**config.mk**
```make
export PLATFORM = sky130hd
export DESIGN_NAME = cdmf_top
export DESIGN_NICKNAME = d
export VERILOG_FILES = /design/src/hw/cdmf_top.v
export VERILOG_INCLUDE_DIRS = /design/src /design/src/inc
export SDC_FILE = /design/constraint.sdc
export NUM_CORES = 1
export LEC_CHECK = 0
export BUFFER_PORTS_ARGS = -buffer_cell sky130_fd_sc_hd__buf_2
export CORE_ASPECT_RATIO = 0.9
export CORE_MARGIN = 4
export CORE_UTILIZATION = 50
export DETAILED_ROUTE_END_ITERATION = 16
export HOLD_SLACK_MARGIN = 0.15
export PLACE_DENSITY_LB_ADDON = 0.25
export SLEW_MARGIN = 20
export SYNTH_ARGS = -nofsm -noshare
export SYNTH_HDL_FRONTEND = slang
export SYNTH_SLANG_ARGS = --single-unit
```
**constraint.sdc**
```tcl
create_clock -name aclk -period 4.7 [get_ports aclk]
set_clock_uncertainty 0.05 [all_clocks]
set_input_delay 0.235 -clock aclk [delete_from_list [all_inputs] [get_ports aclk]]
set_output_delay 0.235 -clock aclk [all_outputs]
set_load 0.05 [all_outputs]
```
**src/inc/cdmf_map.vh**
```
/*
 * Register map, field positions, strap codes and timing counts of the
 * class-D mode and fault control block.
 * Assumes a 10 MHz system clock and a 32-cycle switching period.
 */
`ifndef CDMF_MAP_VH
`define CDMF_MAP_VH

// ==========================================================
// Register byte addresses
`define CDMF_ADDR_CTRL 4'h0
`define CDMF_ADDR_STATUS 4'h4
`define CDMF_CTRL_RESET 6'h00

// ==========================================================
// Control register fields
`define CDMF_CTRL_INPHASE 0
`define CDMF_CTRL_SHIFT_LO 1
`define CDMF_CTRL_SHIFT_HI 3
`define CDMF_CTRL_CLIPOFF1 4
`define CDMF_CTRL_CLIPOFF2 5

// ==========================================================
// Operation-select strap levels, as reported by the comparators
`define CDMF_OPS_SHORT 3'h0
`define CDMF_OPS_4K7 3'h1
`define CDMF_OPS_13K 3'h2
`define CDMF_OPS_33K 3'h3
`define CDMF_OPS_100K 3'h4
`define CDMF_OPS_OPEN 3'h5

// ==========================================================
// Phase shift field codes and their offsets in switching-counter steps
`define CDMF_SEL_QUARTER 3'h0
`define CDMF_SEL_THIRD 3'h1
`define CDMF_SEL_HALF 3'h2
`define CDMF_SEL_TWO_THIRDS 3'h3
`define CDMF_SEL_THREE_QUARTERS 3'h4
`define CDMF_OFS_NONE 5'h00
`define CDMF_OFS_QUARTER 5'h04
`define CDMF_OFS_THIRD 5'h05
`define CDMF_OFS_HALF 5'h08
`define CDMF_OFS_TWO_THIRDS 5'h0b
`define CDMF_OFS_THREE_QUARTERS 5'h0c

// ==========================================================
// Timing
`define CDMF_CLK_KHZ 10000
`define CDMF_PWM_PERIOD 32
`define CDMF_RESTART_MS 50
`define CDMF_RESTART_PERIODS (`CDMF_RESTART_MS * `CDMF_CLK_KHZ / `CDMF_PWM_PERIOD)

`endif

```
**src/hw/cdmf_top.v**
```verilog
/*
 * Mode decoding, modulation and protection control of a two-channel
 * class-D amplifier, with an AXI4-Lite register slave.
 * Assumes straps and fault crossings arrive as clean digital levels
 * synchronous to aclk, and one AXI master with one access at a time.
 */
`timescale 1ns/10ps
`include "cdmf_map.vh"

// What this block does
// Phase offset only while slave loop enabled.
// Slave, loop off: pin clock used directly.
// Decode master/slave and spread/loop straps.
// Strap mode: six levels give modulation, shift.
// Host mode: strap picks stereo or parallel.
// Host mode: modulation, shift from control bits.
// Latch strap decode when switching starts.
// Opposed-phase: bridge halves complementary.
// In-phase: halves together, one input inverted.
// Slave loop on: offset phase from incoming clock.
// Host mode: five shifts by three-bit field.
// Parallel: both stages follow channel one.
// Host disables clipping on both channels.
// Foldback level: reduce gain, keep running.
// Second threshold during foldback: full shutdown.
// Overtemperature: shut power stage immediately.
// Current limit without short keeps switching.
// Short switches off only affected channels outside parallel.
// Retry shorted channel every 50 ms.
// Supply short holds channel until removed.
// Grounded address strap means strap-only control; clip detect enables follow the host control bits in either mode.
// Restart interval counted in switching periods.
// Straps and thresholds arrive as digital levels.
module cdmf_top #(
    parameter RESTART_PERIODS = `CDMF_RESTART_PERIODS
) (
    // Clock and synchronous active-low reset
    input wire aclk,
    input wire aresetn,
    // AXI4-Lite write address and data
    input wire [3:0] s_axi_awaddr,
    input wire s_axi_awvalid,
    output wire s_axi_awready,
    input wire [31:0] s_axi_wdata,
    input wire [3:0] s_axi_wstrb,
    input wire s_axi_wvalid,
    output wire s_axi_wready,
    // AXI4-Lite write response
    output reg [1:0] s_axi_bresp,
    output reg s_axi_bvalid,
    input wire s_axi_bready,
    // AXI4-Lite read
    input wire [3:0] s_axi_araddr,
    input wire s_axi_arvalid,
    output wire s_axi_arready,
    output reg [31:0] s_axi_rdata,
    output reg [1:0] s_axi_rresp,
    output reg s_axi_rvalid,
    input wire s_axi_rready,
    // Decoded straps
    input wire oscillator_resistor_strap,
    input wire spread_loop_strap,
    input wire [2:0] operation_select_strap,
    input wire bus_address_strap,
    // Oscillator clock pin
    input wire oscillator_clock_pin_in,
    output reg oscillator_clock_pin_out,
    output reg oscillator_clock_pin_oe,
    // Amplifier enable and modulator input levels
    input wire amp_enable,
    input wire [4:0] ch1_level,
    input wire [4:0] ch2_level,
    // Protection crossings
    input wire thermal_foldback,
    input wire thermal_trip,
    input wire overtemp,
    input wire [1:0] overcurrent_guard,
    input wire [1:0] load_short,
    input wire [1:0] supply_short,
    // Power stage and status outputs
    output reg [1:0] bridge_p,
    output reg [1:0] bridge_n,
    output reg gain_reduce,
    output reg [1:0] current_limit,
    output reg [1:0] clip_detect_enable,
    output reg switch_clock,
    output reg spread_enable
);

    localparam ST_RUN = 2'h0;
    localparam ST_OFF = 2'h1;
    localparam ST_WIN = 2'h2;

    reg [5:0] ctrl;
    reg [4:0] cnt;
    reg pin_prev;
    reg started;
    reg [2:0] ops_latched;
    wire [2:0] ops_code;
    wire is_master;
    wire loop_on;
    wire host_ctrl;
    wire parallel;
    reg in_phase;
    reg [4:0] offset;
    wire shutdown;
    wire ptick;
    wire pin_rise;
    wire go;
    wire [1:0] ch_run;
    wire [1:0] ch_win;
    wire [4:0] lvl [0:1];
    wire [31:0] status;

    // ==========================================================
    // Strap decoding

    // Oscillator mode from the frequency and loop straps.
    assign is_master = oscillator_resistor_strap;
    assign loop_on = ~oscillator_resistor_strap & spread_loop_strap;
    assign host_ctrl = bus_address_strap;
    // Once switching has begun the captured strap value is used.
    assign ops_code = started ? ops_latched : operation_select_strap;
    assign parallel = host_ctrl & (ops_code == `CDMF_OPS_100K);

    // Modulation type and phase offset selection.
    always @* begin
        in_phase = 1'b0;
        offset = `CDMF_OFS_NONE;
        if (host_ctrl) begin
            in_phase = ctrl[`CDMF_CTRL_INPHASE];
            case (ctrl[`CDMF_CTRL_SHIFT_HI:`CDMF_CTRL_SHIFT_LO])
                `CDMF_SEL_QUARTER: offset = `CDMF_OFS_QUARTER;
                `CDMF_SEL_THIRD: offset = `CDMF_OFS_THIRD;
                `CDMF_SEL_HALF: offset = `CDMF_OFS_HALF;
                `CDMF_SEL_TWO_THIRDS: offset = `CDMF_OFS_TWO_THIRDS;
                `CDMF_SEL_THREE_QUARTERS: offset = `CDMF_OFS_THREE_QUARTERS;
                default: offset = `CDMF_OFS_NONE;
            endcase
        end else begin
            case (ops_code)
                `CDMF_OPS_4K7: in_phase = 1'b1;
                `CDMF_OPS_13K: offset = `CDMF_OFS_HALF;
                `CDMF_OPS_33K: begin
                    in_phase = 1'b1;
                    offset = `CDMF_OFS_HALF;
                end
                `CDMF_OPS_OPEN: in_phase = 1'b1;
                default: in_phase = 1'b0;
            endcase
        end
        // Staggering needs the slave loop; otherwise no offset at all.
        if (!loop_on) begin
            offset = `CDMF_OFS_NONE;
        end
    end

    // ==========================================================
    // Switching phase counter

    // Incoming clock edge and the end-of-period tick.
    assign pin_rise = oscillator_clock_pin_in & ~pin_prev;
    assign ptick = (cnt == 5'h1f);

    // Master runs free; a slave realigns on each incoming rising edge.
    always @(posedge aclk) begin
        if (!aresetn) begin
            cnt <= 5'h00;
            pin_prev <= 1'b0;
        end else begin
            pin_prev <= oscillator_clock_pin_in;
            if (!is_master && pin_rise) begin
                cnt <= offset;
            end else begin
                cnt <= cnt + 5'h01;
            end
        end
    end

    // Clock pin direction and the switching clock seen by the stages.
    always @(posedge aclk) begin
        if (!aresetn) begin
            oscillator_clock_pin_out <= 1'b0;
            oscillator_clock_pin_oe <= 1'b0;
            switch_clock <= 1'b0;
            spread_enable <= 1'b0;
        end else begin
            oscillator_clock_pin_out <= ~cnt[4];
            oscillator_clock_pin_oe <= is_master;
            spread_enable <= is_master & spread_loop_strap;
            if (!is_master && !loop_on) begin
                switch_clock <= oscillator_clock_pin_in;
            end else begin
                switch_clock <= ~cnt[4];
            end
        end
    end

    // ==========================================================
    // Start of switching and strap capture

    // Full shutdown from overtemperature or the second thermal level.
    assign shutdown = overtemp | (thermal_foldback & thermal_trip);
    assign go = amp_enable & ~shutdown;

    // The strap value is captured in the cycle switching starts.
    always @(posedge aclk) begin
        if (!aresetn) begin
            started <= 1'b0;
            ops_latched <= `CDMF_OPS_SHORT;
        end else if (!amp_enable) begin
            started <= 1'b0;
        end else if (go && !started && (ch_run != 2'b00)) begin
            started <= 1'b1;
            ops_latched <= operation_select_strap;
        end
    end

    // ==========================================================
    // Per-channel short protection and bridge drive

    // Modulator levels; in parallel the second stage copies channel one.
    assign lvl[0] = ch1_level;
    assign lvl[1] = parallel ? ch1_level : ch2_level;

    genvar i;
    generate
        for (i = 0; i < 2; i = i + 1) begin : g_ch
            reg [1:0] state;
            reg [15:0] timer;
            wire active;
            wire cmp_a;
            wire cmp_b;

            // Channel state flags seen by the start logic and the status word.
            assign ch_run[i] = (state == ST_RUN);
            assign ch_win[i] = (state == ST_WIN);
            // In parallel both stages stop together.
            assign active = started & go & (parallel ? (ch_run == 2'b11) : ch_run[i]);
            // Carrier compares of the phase counter against the level.
            assign cmp_a = (cnt < lvl[i]);
            assign cmp_b = (cnt <= ~lvl[i]);

            // Short shutdown, timed retry and supply-short window hold.
            always @(posedge aclk) begin
                if (!aresetn) begin
                    state <= ST_RUN;
                    timer <= 16'h0000;
                end else begin
                    case (state)
                        ST_RUN: begin
                            if (load_short[i] || supply_short[i]) begin
                                state <= ST_OFF;
                                timer <= 16'h0000;
                            end
                        end
                        ST_OFF: begin
                            if (ptick) begin
                                timer <= timer + 16'h0001;
                                if (timer == RESTART_PERIODS[15:0] - 16'h0001) begin
                                    timer <= 16'h0000;
                                    if (supply_short[i]) begin
                                        state <= ST_WIN;
                                    end else begin
                                        state <= ST_RUN;
                                    end
                                end
                            end
                        end
                        ST_WIN: begin
                            if (!supply_short[i]) begin
                                state <= ST_RUN;
                            end
                        end
                        default: state <= ST_RUN;
                    endcase
                end
            end

            // Bridge halves: complementary or in phase with inverted input.
            always @(posedge aclk) begin
                if (!aresetn) begin
                    bridge_p[i] <= 1'b0;
                    bridge_n[i] <= 1'b0;
                    current_limit[i] <= 1'b0;
                end else begin
                    current_limit[i] <= overcurrent_guard[i] & active;
                    if (!active) begin
                        bridge_p[i] <= 1'b0;
                        bridge_n[i] <= 1'b0;
                    end else if (in_phase) begin
                        bridge_p[i] <= cmp_a;
                        bridge_n[i] <= cmp_b;
                    end else begin
                        bridge_p[i] <= cmp_a;
                        bridge_n[i] <= ~cmp_a;
                    end
                end
            end
        end
    endgenerate

    // Gain foldback and clip detection enables.
    always @(posedge aclk) begin
        if (!aresetn) begin
            gain_reduce <= 1'b0;
            clip_detect_enable <= 2'b00;
        end else begin
            gain_reduce <= thermal_foldback & ~shutdown;
            clip_detect_enable[0] <= ~ctrl[`CDMF_CTRL_CLIPOFF1];
            clip_detect_enable[1] <= ~ctrl[`CDMF_CTRL_CLIPOFF2];
        end
    end

    // ==========================================================
    // AXI4-Lite slave

    // Read-only status word gathered from live state.
    assign status = {14'h0, ch_win, ch_run, current_limit, shutdown,
                     gain_reduce, ops_code, started, in_phase, parallel,
                     host_ctrl, loop_on, spread_enable, is_master};

    // Address and data are taken together when no response is pending.
    assign s_axi_awready = s_axi_awvalid & s_axi_wvalid & ~s_axi_bvalid;
    assign s_axi_wready = s_axi_awready;
    assign s_axi_arready = ~s_axi_rvalid;

    // Write path: only the low byte of the control word holds bits.
    always @(posedge aclk) begin
        if (!aresetn) begin
            ctrl <= `CDMF_CTRL_RESET;
            s_axi_bvalid <= 1'b0;
            s_axi_bresp <= 2'b00;
        end else if (s_axi_awready) begin
            s_axi_bvalid <= 1'b1;
            if (s_axi_awaddr == `CDMF_ADDR_CTRL) begin
                s_axi_bresp <= 2'b00;
                if (s_axi_wstrb[0]) begin
                    ctrl <= s_axi_wdata[5:0];
                end
            end else if (s_axi_awaddr == `CDMF_ADDR_STATUS) begin
                s_axi_bresp <= 2'b00;
            end else begin
                s_axi_bresp <= 2'b10;
            end
        end else if (s_axi_bready) begin
            s_axi_bvalid <= 1'b0;
        end
    end

    // Read path: unmapped addresses answer SLVERR with zero data.
    always @(posedge aclk) begin
        if (!aresetn) begin
            s_axi_rvalid <= 1'b0;
            s_axi_rdata <= 32'h00000000;
            s_axi_rresp <= 2'b00;
        end else if (s_axi_arvalid && s_axi_arready) begin
            s_axi_rvalid <= 1'b1;
            s_axi_rresp <= 2'b00;
            case (s_axi_araddr)
                `CDMF_ADDR_CTRL: s_axi_rdata <= {26'h0, ctrl};
                `CDMF_ADDR_STATUS: s_axi_rdata <= status;
                default: begin
                    s_axi_rdata <= 32'h00000000;
                    s_axi_rresp <= 2'b10;
                end
            endcase
        end else if (s_axi_rready) begin
            s_axi_rvalid <= 1'b0;
        end
    end

endmodule

```
==> results.yml <==
run_status:
  status: "finished, final reports clean"
cells_and_area:
  syn_to_final_growth_pct: 18.4
  drive_gt1_frac: 0.170
  n_antenna_cell: 0
  finalNetCount: 735
worst_setup_path:
  cp_slowest_cell: "dfxtp_1"
  cp-end-kind: "flip-flop"
  worstSetupPathType: "flip-flop to flip-flop"
  worst-path-max-fanout: 18
  path_cells: "mux2i_1 > nand3_1 > nor2_1 > a21o_1 > ha_1 > nor3b_1 > o31ai_1 > a21oi_1 > nor3_1 > a311oi_1"
  crit_arrival_ns: 3.30
  max_stage_delay_ns: 0.56
  required_ns: 4.90
  crit_path_start_kind: "flip-flop"
yosys:
  synth_flop_cell: "dfxtp_1"
  syn-mean-instance-area_um2: 8.47
  synthTopCellsByCount: "dfxtp_1, nor2_1, nand2_1"
  yosysMostFrequentCell: "dfxtp_1"
  synth_edf_count: 0
  yosysTopAreaCell: "dfxtp_1"
  synth_top_area_share: 0.387
  yosysSeqAreaShare: 0.387
  synthArstFlopShare: 0
  yosys_warnings: 0
  synth_seq_cells: 87
  syn_area_um2: 4510
  yosys.cell_types.count: 58
  syn_inst: 532
  synth_area_leaders: "dfxtp_1, ha_1, nor2_1"
timing:
  hold_violations: 0
  worst_slew_pin_slew_ns: 0.968
  fin_crit_ns: 3.10
  max-slew-margin-rel: 0.345
  fin_setup_tns_ns: 0
  fmax_ghz: 0.323
  min_period_over_period: 0.660
  finalSetupViolations: 0
  setup_ws_ns: 1.60
  rsz0062_at_grt: "no"
  finalMaxSlewViolations: 0
clocking:
  cts_tree: "built"
  clk-insertion-delay-late_ns: 0.35
  numCtsBuffers: 9
  clkSlewWorstSetupHoldPaths_ns: 0.09
  htree_levels: 3
  cts_buffer_depth: 2
  root_buffer: "clkbuf_8"
  numClockSinks: 87
pwr:
  p_comb_frac: 0.149
  seqPwrFrac: 0.523
  power_density_nw_per_um2: 273
  p_sw_uw: 422
  power.share.clock: 0.328
  max-vdd-ir-drop_v: 0.000147
  finalPower_uw: 1460
  cellInternalPower_uw: 1030
  leakagePower_uw: 0.00234
  swShare: 0.290
grt:
  grt-ovfl-total: 0
  track_usage: 0.203
  grt_antenna_before_repair: 0
  grt_pass1_vias: 3790
  grt_max_degree: 30
  grt_pass1_wl_um: 17700
die:
  rows: 32
  design.die.area_um2: 10600
  start_util: 0.519
  die_x_um: 108
  die_h_um: 98.1
  ios: 132
  core-area_um2: 8690
route:
  wl_per_cell_um: 14.0
  firstDrtPassIters: 4
  ant_nets: 0
  vias: 4029
  drt_iter0_drc: 157
  drc: 0
  wirelength_um: 10500
  via_per_inst: 5.34
flow_run:
  cap_violations: 0
place:
  post-place-ws_ns: 1.67
  dpl.hpwl_um: 7760
  portBuffers: 86
  place_congestion: 0.873
hold_path:
  holdCritPathClass: "input port to flip-flop"
[area by class of cell]
type | count | area [µm²]
well taps | 119 | 149
inverters | 26 | 97.6
clock inverters | 5 | 42.5
clock buffers | 11 | 141
repair buffers | 108 | 648
fillers | 820 | 3360
flip-flops and latches | 87 | 1740
multi-input cells | 398 | 2510
[registers in the layout, summed over array words and instances (netlist names), 2 cells and up]
| signal | count |
|---|---|
| bridge_p | 2 |
| s_axi_rdata | 18 |
| cnt | 5 |
| bridge_n | 2 |
| g_ch.state | 4 |
| current_limit | 2 |
| ctrl | 6 |
| g_ch.timer | 32 |
| clip_detect_enable | 2 |
| ops_latched | 3 |
[cells in the final DEF (no fill, tap or decap), types with 10 or more instances in the layout]
cell,count
or3_1,10
a21oi_1,32
o21ai_0,15
a22oi_1,11
clkbuf_8,10
buf_2,86
nor2_1,69
inv_1,26
conb_1,16
xor2_1,10
ha_1,27
dlygate4sd3_1,21
nor3_1,23
mux2i_1,15
nand2_1,34
nand3_1,18
dfxtp_1,87
[layer usage]
metal | share of wire | track usage | up-vias | wire [µm]
li1 | - | - | 2043 | -
met5 | 0 | 0 | - | 0
met4 | 0.018 | 0.0544 | 0 | 189
met3 | 0.050 | 0.0522 | 16 | 527
met2 | 0.49 | 0.341 | 88 | 5140
met1 | 0.44 | 0.260 | 1882 | 4680
[cell families after synthesis]
family	after synthesis	share of synthesized area
buf+inv	62	0.0683
other cells	1	0.000832
flops	87	0.387
compound gates	100	0.146
simple gates	219	0.248
xor+xnor	19	0.0369
mux	17	0.0383
fa+ha+maj	27	0.0750
[final timing paths]
kind | from | to | slack, ns | depth (start not counted)
min reg2reg | ctrl[4] | clip_detect_enable[0] | 0.41 | 1
max | started | bridge_n[1] | 1.60 | 10
min | overtemp | started | 0.19 | 4
max reg2reg | started | bridge_n[1] | 1.60 | 10
[timing repair]
item	CTS	global route
hold buffers	21	0
gates resized for setup	0	0
buffers inserted	0	0
endpoints found under the hold margin	25	0
[power groups by stage]
stage | combinational, µW | clock, µW | sequential (µW)
2_1_floorplan | 138 | 0 | 798
3_3_place_gp | 198 | 0 | 778
3_5_place_dp | 201 | 0 | 779
4_1_cts | 216 | 490 | 761
5_1_grt | 238 | 524 | 764
6_report | 216 | 478 | 762
[stage by stage]
stage | util | hold WS (ns) | std cells | area [µm²]
finish | 0.614 | 0.191 | 754 | 5330
global route | 0.614 | 0.194 | 754 | 5330
CTS | 0.614 | 0.186 | 754 | 5330
detailed placement | 0.568 | 0.396 | 717 | 4940
global placement | 0.568 | 0.390 | 717 | 4940
floorplan | - | 0.281 | 547 | 4560
[worst max-delay path: cells and delay by family, from the launching register on]
| kind | cells | cell delay, ns |
|---|---|---|
| flip-flops | 1 | 0.56 |
| AND/OR/NAND/NOR | 4 | 1.15 |
| multiplexers | 1 | 0.31 |
| adder cells (fa/ha/maj) | 1 | 0.24 |
| AO/OA/AOI/OAI | 4 | 0.69 |
No activity file was read; power rests on OpenSTA's default activity.
